$ cat src/hdl/smc_defines.svh
// constants for the slipping motion counters
// assumes inclusion by bare name from hdl/
`ifndef SMC_DEFINES_SVH
`define SMC_DEFINES_SVH
`define SMC_NIB_MAX 4'hf
`define SMC_NIB_ZERO 4'h0
`define SMC_H_PRESET_STOP 4'h4
`define SMC_V_PRESET_STOP 4'h8
`define SMC_H_RELOAD_HI 8'h00
`define SMC_V_RELOAD_HI 4'h0
`define SMC_H_RELOAD_NIB1 4'h0
`define SMC_H_RELOAD_NIB2 4'h0
`define SMC_WIN_H_NIB1 4'hf
`define SMC_WIN_H_NIB2 4'hf
`define SMC_WIN_H_TOP 8'hff
`define SMC_WIN_V_TOP 5'h1f
`define SMC_VTC_BITS 5'h1f
`define SMC_LUT_DEPTH 32
`endif

$ cat src/hdl/smc_pkg.sv
// types for the slipping motion counters
// assumes smc_defines.svh sits beside it
package smc_pkg;
   typedef logic [3:0] smc_nib_t;
   typedef logic [4:0] smc_dir_t;
   typedef enum logic [1:0] {
      SMC_RST_SET = 2'b01,
      SMC_RST_CLR = 2'b10
   } smc_rst_e;
endpackage

$ cat src/hdl/smc_preset_if.sv
// preset lookup request and answer between top and table
// assumes a single clock domain
`timescale 1ns/1ns
interface smc_preset_if;
   logic [4:0] dir;
   logic go;
   logic [7:0] code;
   modport req (output dir, output go, input code);
   modport rsp (input dir, input go, output code);
endinterface

$ cat src/hdl/smc_preset_rom.sv
// motion code table, registered read data
// assumes request from the same clock domain
`timescale 1ns/1ns
`include "smc_defines.svh"
module smc_preset_rom (
   // clock and reset
   input wire logic clk_in,
   input wire logic rstn_in,
   // lookup
   smc_preset_if.rsp lk
);
   import smc_pkg::*;
   // horizontal preset in high nibble, vertical in low nibble (as printed)
   function automatic logic [7:0] lut(input logic [4:0] a);
      logic [7:0] t [0:`SMC_LUT_DEPTH-1];
      t = '{8'h4c, 8'h3c, 8'h3b, 8'h2b, 8'h1b, 8'h1a, 8'h19, 8'h09,
            8'h08, 8'h07, 8'h17, 8'h16, 8'h15, 8'h25, 8'h35, 8'h34,
            8'h44, 8'h54, 8'h55, 8'h65, 8'h75, 8'h76, 8'h77, 8'h87,
            8'h88, 8'h89, 8'h79, 8'h7a, 8'h7b, 8'h6b, 8'h5b, 8'h5c};
      return t[a];
   endfunction
   ////////////////////////////////////////////////////////////////
   // registered read, stop code when go is low
   always_ff @(posedge clk_in or negedge rstn_in) begin
      if (!rstn_in) begin
         lk.code <= {`SMC_H_PRESET_STOP, `SMC_V_PRESET_STOP};
      end else if (lk.go) begin
         lk.code <= lut(lk.dir);
      end else begin
         lk.code <= {`SMC_H_PRESET_STOP, `SMC_V_PRESET_STOP};
      end
   end
endmodule

$ cat src/hdl/smc_motion.sv
// slipping motion counters for one pair of cars
// assumes sync chain inputs are pins, synchronised here
`timescale 1ns/1ns
`include "smc_defines.svh"
//
// Overview of operation
// - horizontal twelve bits, vertical eight plus flop
// - horizontal counter steps every pixel clock
// - vertical steps twice per line, not vsync
// - both counters free run beside sync chains
// - vertical short cycle up, long down
// - horizontal short cycle left, long right
// - one unit move per frame with go
// - car window sixteen clocks by eight vertical steps
// - vertical terminal count feeds steering
// - final vertical stage clocks frame counter
// - thirty two entry preset table by direction
// - car reset clears all counter stages
// - start low forces reset flop set
// - start high clears on bit8 rising edge
// - car two reset gated by horizontal decode
// - reset pulses once per play sequence
// - vertical preset inverted, horizontal gated reset
module smc_motion (
   // clock and reset
   input wire logic clk_in,
   input wire logic rstn_in,
   // motion code lookup inputs
   input wire logic motion_go_in,
   input wire logic rotation_lsb_in,
   input wire logic [4:1] skid_direction_bit_in,
   // sync chain timing
   input wire logic vclock_in,
   input wire logic vsync_in,
   input wire logic vertical_count_bit8_in,
   input wire logic hchain_decode_in,
   input wire logic vreset_in,
   input wire logic start_in,
   // outputs
   output logic car_window_out,
   output logic vertical_terminal_count_out,
   output logic vertical_final_stage_out,
   output logic car_one_reset_active_high_out,
   output logic car_two_reset_active_high_out,
   output smc_pkg::smc_nib_t h_preset_out,
   output smc_pkg::smc_nib_t v_preset_out
);
   import smc_pkg::*;

   ////////////////////////////////////////////////////////////////
   // pin synchronisers, two flops each
   // the sync chains come from another timing source,
   // so every level is treated as asynchronous to clk_in
   logic [5:0] sync1_r;
   logic [5:0] sync2_r;
   logic vclk_s, vsync_s, bit8_s, hdec_s, vres_s, start_s;
   always_ff @(posedge clk_in or negedge rstn_in) begin
      if (!rstn_in) begin
         sync1_r <= 6'h00;
         sync2_r <= 6'h00;
      end else begin
         sync1_r <= {vclock_in, vsync_in, vertical_count_bit8_in,
                     hchain_decode_in, vreset_in, start_in};
         sync2_r <= sync1_r;
      end
   end
   assign {vclk_s, vsync_s, bit8_s, hdec_s, vres_s, start_s} = sync2_r;

   ////////////////////////////////////////////////////////////////
   // delayed vertical clock level for edge detect
   // reset value matches the synchroniser reset, so no false edge
   logic vclk_d_r, bit8_d_r;
   always_ff @(posedge clk_in or negedge rstn_in) begin
      if (!rstn_in) begin
         vclk_d_r <= 1'b0;
      end else begin
         vclk_d_r <= vclk_s;
      end
   end

   // delayed bit8 level for edge detect
   always_ff @(posedge clk_in or negedge rstn_in) begin
      if (!rstn_in) begin
         bit8_d_r <= 1'b0;
      end else begin
         bit8_d_r <= bit8_s;
      end
   end

   // vertical step on each clock rise, none during vsync
   logic vstep;
   logic bit8_rise;
   assign vstep = vclk_s & ~vclk_d_r & ~vsync_s;
   assign bit8_rise = bit8_s & ~bit8_d_r;

   ////////////////////////////////////////////////////////////////
   // car reset flop: start low sets, bit8 rise clears
   // start low overrides the clock, like a preset pin
   // the last assignment below keeps start low dominant
   smc_rst_e rst_state_r;
   always_ff @(posedge clk_in or negedge rstn_in) begin
      if (!rstn_in) begin
         rst_state_r <= SMC_RST_CLR;
      end else begin
         case (rst_state_r)
            SMC_RST_SET: begin
               if (start_s && bit8_rise) begin
                  rst_state_r <= SMC_RST_CLR;
               end
            end
            SMC_RST_CLR: begin
               if (!start_s) begin
                  rst_state_r <= SMC_RST_SET;
               end
            end
            default: rst_state_r <= SMC_RST_CLR;
         endcase
         if (!start_s) begin
            rst_state_r <= SMC_RST_SET;
         end
      end
   end
   logic car_rst;
   assign car_rst = (rst_state_r == SMC_RST_SET);

   ////////////////////////////////////////////////////////////////
   // car one reset output, registered
   // high for the whole reset pulse
   always_ff @(posedge clk_in or negedge rstn_in) begin
      if (!rstn_in) begin
         car_one_reset_active_high_out <= 1'b0;
      end else begin
         car_one_reset_active_high_out <= car_rst;
      end
   end

   // car two reset output, gated by horizontal decode
   // pulses only in the decoded part of each line
   always_ff @(posedge clk_in or negedge rstn_in) begin
      if (!rstn_in) begin
         car_two_reset_active_high_out <= 1'b0;
      end else begin
         car_two_reset_active_high_out <= car_rst & hdec_s;
      end
   end

   ////////////////////////////////////////////////////////////////
   // motion code lookup
   smc_preset_if lk ();
   assign lk.dir = {skid_direction_bit_in, rotation_lsb_in};
   assign lk.go = motion_go_in;
   smc_preset_rom u_rom (
      .clk_in(clk_in),
      .rstn_in(rstn_in),
      .lk(lk)
   );

   // table prints the applied preset; recover code bits, then apply
   // vertical path inverts the code bits, so the net value is as printed
   // go low gives the stop code, so the car stands still
   logic [7:0] mcode;
   smc_nib_t h_pre, v_pre;
   assign mcode = {lk.code[7:4], ~lk.code[3:0]};
   assign v_pre = ~mcode[3:0];
   assign h_pre = mcode[7:4] & {4{vres_s}};

   ////////////////////////////////////////////////////////////////
   // horizontal counter: three nibble stages
   // window bits are stages two and one; stage zero picks the pixel
   // one lap is 4096 less the preset; a short lap moves left
   smc_nib_t h_r [3];
   logic [2:0] h_tc;
   genvar g;
   generate
      for (g = 0; g < 3; g++) begin : g_h
         if (g == 0) begin : g_c
            assign h_tc[g] = (h_r[g] == `SMC_NIB_MAX);
         end else begin : g_c
            assign h_tc[g] = h_tc[g-1] & (h_r[g] == `SMC_NIB_MAX);
         end
      end
   endgenerate
   logic h_full;
   assign h_full = h_tc[2];
   always_ff @(posedge clk_in or negedge rstn_in) begin
      if (!rstn_in) begin
         h_r <= '{`SMC_NIB_ZERO, `SMC_NIB_ZERO, `SMC_NIB_ZERO};
      end else if (car_rst) begin
         h_r <= '{`SMC_NIB_ZERO, `SMC_NIB_ZERO, `SMC_NIB_ZERO};
      end else if (h_full) begin
         h_r[0] <= h_pre;
         h_r[1] <= `SMC_H_RELOAD_NIB1;
         h_r[2] <= `SMC_H_RELOAD_NIB2;
      end else begin
         h_r[0] <= h_r[0] + 4'h1;
         if (h_tc[0]) begin
            h_r[1] <= h_r[1] + 4'h1;
         end
         if (h_tc[1]) begin
            h_r[2] <= h_r[2] + 4'h1;
         end
      end
   end

   ////////////////////////////////////////////////////////////////
   // vertical counter: two nibble stages plus final flop
   // steps only on vstep, so the preset slips the frame phase
   // one lap is 256 less the preset; a larger preset is shorter
   smc_nib_t v0_r, v1_r;
   logic vfin_r;
   logic v0_tc, v_full;
   assign v0_tc = (v0_r == `SMC_NIB_MAX);
   assign v_full = v0_tc & (v1_r == `SMC_NIB_MAX);
   always_ff @(posedge clk_in or negedge rstn_in) begin
      if (!rstn_in) begin
         v0_r <= `SMC_NIB_ZERO;
         v1_r <= `SMC_NIB_ZERO;
      end else if (car_rst) begin
         v0_r <= `SMC_NIB_ZERO;
         v1_r <= `SMC_NIB_ZERO;
      end else if (vstep) begin
         if (v_full) begin
            v0_r <= v_pre;
            v1_r <= `SMC_V_RELOAD_HI;
         end else begin
            v0_r <= v0_r + 4'h1;
            if (v0_tc) begin
               v1_r <= v1_r + 4'h1;
            end
         end
      end
   end

   // final vertical stage, toggles at each wrap
   // drives the car frame counter
   always_ff @(posedge clk_in or negedge rstn_in) begin
      if (!rstn_in) begin
         vfin_r <= 1'b0;
      end else if (car_rst) begin
         vfin_r <= 1'b0;
      end else if (vstep && v_full) begin
         vfin_r <= ~vfin_r;
      end
   end

   ////////////////////////////////////////////////////////////////
   // decodes of the counter stages
   logic win_h, win_v, vtc;
   assign win_h = (h_r[2] == `SMC_WIN_H_NIB2) && (h_r[1] == `SMC_WIN_H_NIB1);
   assign win_v = ({v1_r, v0_r[3]} == `SMC_WIN_V_TOP);
   assign vtc = ({v1_r, v0_r[3]} == `SMC_VTC_BITS) & vfin_r;

   // car window output
   // sixteen pixels by eight vertical steps
   always_ff @(posedge clk_in or negedge rstn_in) begin
      if (!rstn_in) begin
         car_window_out <= 1'b0;
      end else begin
         car_window_out <= win_h & win_v;
      end
   end

   // vertical terminal count output
   // feeds the steering rate input
   always_ff @(posedge clk_in or negedge rstn_in) begin
      if (!rstn_in) begin
         vertical_terminal_count_out <= 1'b0;
      end else begin
         vertical_terminal_count_out <= vtc;
      end
   end

   // final vertical stage output
   // one period per two vertical laps
   always_ff @(posedge clk_in or negedge rstn_in) begin
      if (!rstn_in) begin
         vertical_final_stage_out <= 1'b0;
      end else begin
         vertical_final_stage_out <= vfin_r;
      end
   end

   // horizontal preset in use
   // zero while vertical reset is low
   always_ff @(posedge clk_in or negedge rstn_in) begin
      if (!rstn_in) begin
         h_preset_out <= `SMC_NIB_ZERO;
      end else begin
         h_preset_out <= h_pre;
      end
   end

   // vertical preset in use
   // stop code gives the neutral lap
   always_ff @(posedge clk_in or negedge rstn_in) begin
      if (!rstn_in) begin
         v_preset_out <= `SMC_NIB_ZERO;
      end else begin
         v_preset_out <= v_pre;
      end
   end
endmodule

$ cat config.mk
export PLATFORM = sky130hd
export DESIGN_NAME = smc_motion
export DESIGN_NICKNAME = d
export VERILOG_FILES = /design/src/hdl/smc_pkg.sv /design/src/hdl/smc_preset_if.sv /design/src/hdl/smc_preset_rom.sv /design/src/hdl/smc_motion.sv
export VERILOG_INCLUDE_DIRS = /design/src /design/src/hdl
export SDC_FILE = /design/constraint.sdc
export NUM_CORES = 1
export LEC_CHECK = 0
export CAP_MARGIN = 10
export CORE_AREA = 5 5 84 86
export CTS_BUF_LIST = sky130_fd_sc_hd__clkbuf_8
export CTS_CLUSTER_DIAMETER = 40
export DETAILED_ROUTE_END_ITERATION = 16
export DIE_AREA = 0 0 89 91
export DONT_BUFFER_PORTS = 1
export PLACE_DENSITY_LB_ADDON = 0.1
export SYNTH_ARGS = -nofsm -noshare
export SYNTH_HDL_FRONTEND = slang
export SYNTH_HIERARCHICAL = 1
export SYNTH_SLANG_ARGS = --single-unit
$ cat constraint.sdc
create_clock -name clk_in -period 4.78 [get_ports clk_in]
set_clock_uncertainty 0.05 [all_clocks]
set_input_delay 0.239 -clock clk_in [delete_from_list [all_inputs] [get_ports clk_in]]
set_output_delay 0.239 -clock clk_in [all_outputs]
set_load 0.01 [all_outputs]
## Yosys cells after proc, flatten, opt, wreduce, memory -nomap -nowiden

Memory sizes are Yosys's and may differ from the RTL's.
Cells that the tools add are included.

- Add/subtract/negate cells: 5
- Order comparisons: 1
- Equality and inequality tests: 10
- Multiplexer cells: 19
- Bitwise operators: 17
- Reductions and logical operators: 10

Operators by type and width:

| cell | number |
|---|---|
| 2-to-1 mux 4 bit | 9 |
| 2-to-1 mux 12 bit | 2 |
| 2-to-1 mux 8 bit | 3 |
| adder 4 x 1 -> 4 bit (second input constant) | 5 |
| == test 4 bit (second input constant) | 5 |
| bitwise AND 1 bit | 9 |
| nonzero test 3 bit | 3 |
| NOT 4 bit | 2 |
| >= comparator 6 bit (second input constant) | 1 |
| NOT 5 -> 6 bit | 1 |
| == test 5 bit (second input constant) | 1 |
| bitwise AND 4 bit | 1 |
| 2-to-1 mux 2 bit | 2 |
| NOT 1 bit | 4 |
| case mux 2 bit (2 select lines) | 1 |
| AND reduction 2 bit | 2 |
| nonzero test 2 bit | 2 |
| logical AND 1 bit | 3 |
| inequality test 3 x 2 -> 1 bit (second input constant) | 1 |
| == test 2 x 1 -> 1 bit (second input constant) | 1 |
| == test 2 bit (second input constant) | 1 |
| 2-to-1 mux 1 bit | 2 |
| inequality test 2 bit (second input constant) | 1 |

- Bits in registers: 58
- ROM bits: 256
- Input bits: 14
- Output and inout bits: 13
- Word-level logic and storage cells: 82
- Memories: 1

Memory list:

| name | depth | width | rd ports | clocked after memory_dff | write ports | line | RTL |
|---|---|---|---|---|---|---|---|
| (no name shown) | 32 | 8 | 1 | 0 | 0 | smc_preset_rom.sv:20 | `return t[a];` |

## Longest topological paths before layout

- Depth in word-level cells: 6
- Depth in mapped cells: 5
- Depth with buffers taken out: 5

## Hierarchy

Netlist, hierarchy kept.

By module, submodules not included:

| module | times used | cells each | area an instance (µm²) | seq. area each (µm²) |
|---|---|---|---|---|
| smc_motion | 1 | 167 | 1976.9 | 1252.5 |
| smc_preset_rom | 1 | 57 | 561.8 | 202.7 |

## Worst setup path after synthesis

No wires, ideal clock.

- Path type: flip-flop to flip-flop
- From: register vclk_d_r
- To: register v1_r[3]
- Library setup time: 0.078 ns
- Arrival: 1.497 ns
- Required time: 4.652 ns
- Path slack: 3.155 ns
- Stages on the path, launching flop included: 5
- Buffers on the path: 1
- Period minus slack after synthesis: 1.625 ns
- Cell sequence: dfrtp_1 > or3b_1 > buf_2 > or4_1 > a21oi_1

- Cells in the longest elaborated chain, start to end: 5

RTL lines:

| item | line | RTL |
|---|---|---|
| from (decl) | smc_motion.sv:72 | `logic vclk_d_r, bit8_d_r;` |
| from (signal assigned) | smc_motion.sv:77 | `vclk_d_r <= vclk_s;` |
| NOT 1 bit | smc_motion.sv:93 | `assign vstep = vclk_s & ~vclk_d_r & ~vsync_s;` |
| bitwise AND 1 bit (2 in a row) | smc_motion.sv:93 |  |
| nonzero test 2 bit (no line) | -- |  |
| AND reduction 2 bit (no line) | -- |  |
| to (signal assigned) | smc_motion.sv:217 | `` v1_r <= `SMC_NIB_ZERO; `` |
| to (signal assigned) | smc_motion.sv:220 | `` v1_r <= `SMC_NIB_ZERO; `` |
| to (signal assigned) | smc_motion.sv:224 | `` v1_r <= `SMC_V_RELOAD_HI; `` |
| to (decl) | smc_motion.sv:209 | `smc_nib_t v0_r, v1_r;` |

No other way between the ends.
A chain may end at the register's enable or synchronous reset.

## Final worst setup path

Ends and elaborated chain as after synthesis.

==> summary.txt <==
Synthesis
  – Post-Syn Instances: 224
  – Mapped Nets: 249
  – Synthesis-stage register bit count: 58
  – Top FF cell, synth: dfrtp_1
  – Register area share after synthesis: 57.3%
  – Synth warn: 6
  – Number of flops mapped to enable cells by yosys: 0
  – Post-Syn Area per Cell: 11.3 um2
  – Synth cell types: 46
  – Cell Area, Synth: 0.00254 mm2
  – Post-synthesis async set-or-reset flop share: 100%

Critical path
  – CP Data Required Time: 4990 ps
  – CP endpoint: v1_r[3]
  – Worst r2r src: vclk_d_r
  – CP arrival: 1960 ps
  – Critical-path maximum fanout: 10
  – Worst setup path class: register to register
  – Flop2flop setup slack: 3030 ps
  – R2r worst-path depth: 3
  – Worst setup SP type: register
  – Setup crit start: vclk_d_r
  – R2R Path End: v1_r[3]
  – Worst Setup End Kind: register

Timing
  – Hold Vio Cnt, Final: 0
  – Worst slew margin: 39.7%
  – RSZ-0062 raised after global routing: false
  – Final critical-path share of the clock period: 36.6%
  – Final slew viol count: 0
  – Setup tns final: 0 ps
  – Min Hold Slack: 31.4 ps
  – Final setup fails: 0
  – Maximum clock frequency: 0.571 GHz
  – Post-layout min period: 1750 ps
  – Tightest Pin Transition: 902 ps

Layout
  – FILL cells: 564
  – Share of cells above drive strength 1: 10.8%
  – Final #Nets: 261
  – Ant diodes: 0
  – FF+latch area: 0.00146 mm2
  – Area Growth Syn to Fin: 15.3%
  – Area of the multi-input gates: 995 um2

Drt
  – Post-route DRC: 0
  – Vias after detailed routing: 1785
  – Vias per std cell: 5.61
  – Routed len/inst: 15.9 um
  – Drt initial violations: 92
  – Aggregate routed wire length: 5060 um
  – ANT nets after route: 0
  – Drt first pass iters: 4

Place
  – Port Buffers: 0
  – Placer Congestion: 0.929
  – DP Wirelength: 3490 um

Worst hold path
  – Min-delay src: skid_direction_bit_in[3]
  – Worst Hold Depth: 2
  – Worst Hold Class: input port to register

Die
  – Die area: 0.00810 mm2
  – Io pins: 27
  – Die X: 89 um
  – CORE AREA: 0.00620 mm2
  – Initial core utilization: 40.9%
  – Die height: 91 um
  – Site Rows: 29

Pwr
  – Pwr dens: 366 mW/mm2
  – Peak VDD IR: 0.173 mV
  – Lkg Pwr: 1.28 nW

Global routing
  – GR Overflow Total: 0
  – Initial antenna violation count: 0
  – Vias in the first global route: 1856
  – Largest net degree at the start of global routing: 59
  – First-pass GRT wire length: 8690 um
  – All-Layer GR Usage: 14.1%

Clock tree
  – CTS H-tree depth: 3
  – CTS Buf Count: 9
  – Hold_buf cts: 11
  – Clk_lat worst skew: 340 ps
  – Clock buffer depth: 2
  – CTS Sinks: 58
  – CTS tree: yes
  – Clk pin slew, worst setup/hold paths: 70 ps
  – Root buffer cell: clkbuf_8
  – Gates resized, CTS repair: 0
  – Post-CTS Setup Repair Bufs: 0

Run status
  – Status: completed

Job
  – Maximum Capacitance Violations: 0
## flip-flops by register name (all words and copies together), names as in the netlist
| signal | count |
|---|---|
| h_r | 12 |
| u_rom/lk.code | 8 |
| sync1_r | 6 |
| sync2_r | 6 |
| h_preset_out | 4 |
| v0_r | 4 |
| v1_r | 4 |
| v_preset_out | 4 |
| rst_state_r | 2 |
| bit8_d_r | 1 |
| car_one_reset_active_high_out | 1 |
| car_two_reset_active_high_out | 1 |
| car_window_out | 1 |
| vclk_d_r | 1 |
| vertical_final_stage_out | 1 |
| vertical_terminal_count_out | 1 |
| vfin_r | 1 |
## report_power, final
part,switching [W],internal [W],leakage (nW)
clock network,0.000190,0.000266,0.103
logic,0.0000442,0.0000339,0.440
registers,0.0000180,0.000519,0.740
## cells in the final DEF, fill, tap and decap left out, types with 3 or more instances in the layout
cell / n
nand2b_1: 3
inv_1: 13
o41ai_1: 3
a31oi_1: 3
dfrtp_1: 55
a21oi_1: 14
and2_1: 7
nand3_1: 15
dlygate4sd3_1: 10
o21ai_0: 13
dfstp_2: 3
ha_1: 11
and3_1: 7
nand4_1: 5
clkbuf_8: 11
a211oi_1: 3
mux2i_1: 5
nor2_1: 6
or3_1: 3
nand2_1: 10
## worst max-delay path, cell delays in order, from the launching register on
cell and delay (ps):
dfrtp_1 390, or3b_1 530, or4_1 560, a21oi_1 160
## cells by family after synthesis
family	count (synthesis)	synth area share, %
muxes	7	3.75
and+or+nand+nor	69	15.5
xor gates and xnor gates	4	1.38
adders and majority gates	11	5.42
AOI/OAI and AO/OA	52	13.2
buffers and inverters	23	3.50
DFF	58	57.3
## how the worst min path moves through the flow
stage | endpoint | slack, ps
3_5_place_dp | car_one_reset_active_high_out | -100
2_1_floorplan | bit8_d_r | -110
4_1_cts | u_rom/lk.code[3] | 20
5_1_grt | u_rom/lk.code[3] | 20
6_report | u_rom/lk.code[3] | 30
3_3_place_gp | v1_r[2] | -100
## cell usage after synthesis, types with 2 or more instances
library cell	n	area, um2
dfrtp_1	55	1380
nand3_1	15	75.1
a21oi_1	14	70.1
o21ai_0	13	65.1
inv_1	12	45.0
ha_1	11	138
nand2_1	10	37.5
and2_1	7	43.8
and3_1	7	43.8
clkbuf_1	6	22.5
nor2_1	6	22.5
mux2i_1	5	50.1
nand4_1	5	31.3
a211oi_1	3	22.5
a31oi_1	3	18.8
dfstp_2	3	78.8
nand2b_1	3	18.8
o41ai_1	3	26.3
or3_1	3	18.8
a31o_2	2	17.5
and2b_2	2	17.5
buf_1	2	7.51
buf_2	2	10.0
mux4_2	2	45.0
nor4_1	2	12.5
nor4bb_1	2	20.0
o211ai_1	2	15.0
o22ai_1	2	12.5
o31ai_1	2	15.0
or4_1	2	15.0
xnor2_1	2	17.5
xor2_1	2	17.5
## final cells by class
class	instances	share of cell area [%]
Tap cell	77	3.29
Sequential cell	58	49.7
Clock inverter	5	1.84
Multi-Input combinational cell	143	34.0
Timing Repair Buffer	11	4.36
Inverter	13	1.67
Clock buffer	11	5.17
## per-stage QoR
step / std cells / cell area, um2 / worst slack, ps / util [%] / power, W
floorplan: 224 / 2540 / 3150 / - / 0.000592
global placement: 291 / 2590 / 3080 / 41.8 / 0.000603
detailed placement: 291 / 2590 / 3040 / 41.8 / 0.000606
CTS: 318 / 2930 / 3020 / 47.2 / 0.00108
global route: 318 / 2930 / 2880 / 47.2 / 0.00112
finish: 318 / 2930 / 3030 / 47.2 / 0.00107
## metal layers
layer | GRT usage (%) | wire [um]
met1 | 16.4 | 2060
met4 | 9.06 | 156
met3 | 4.16 | 334
met2 | 22.2 | 2510
met5 | 0 | 0
No activity file was read; power rests on OpenSTA's default activity.
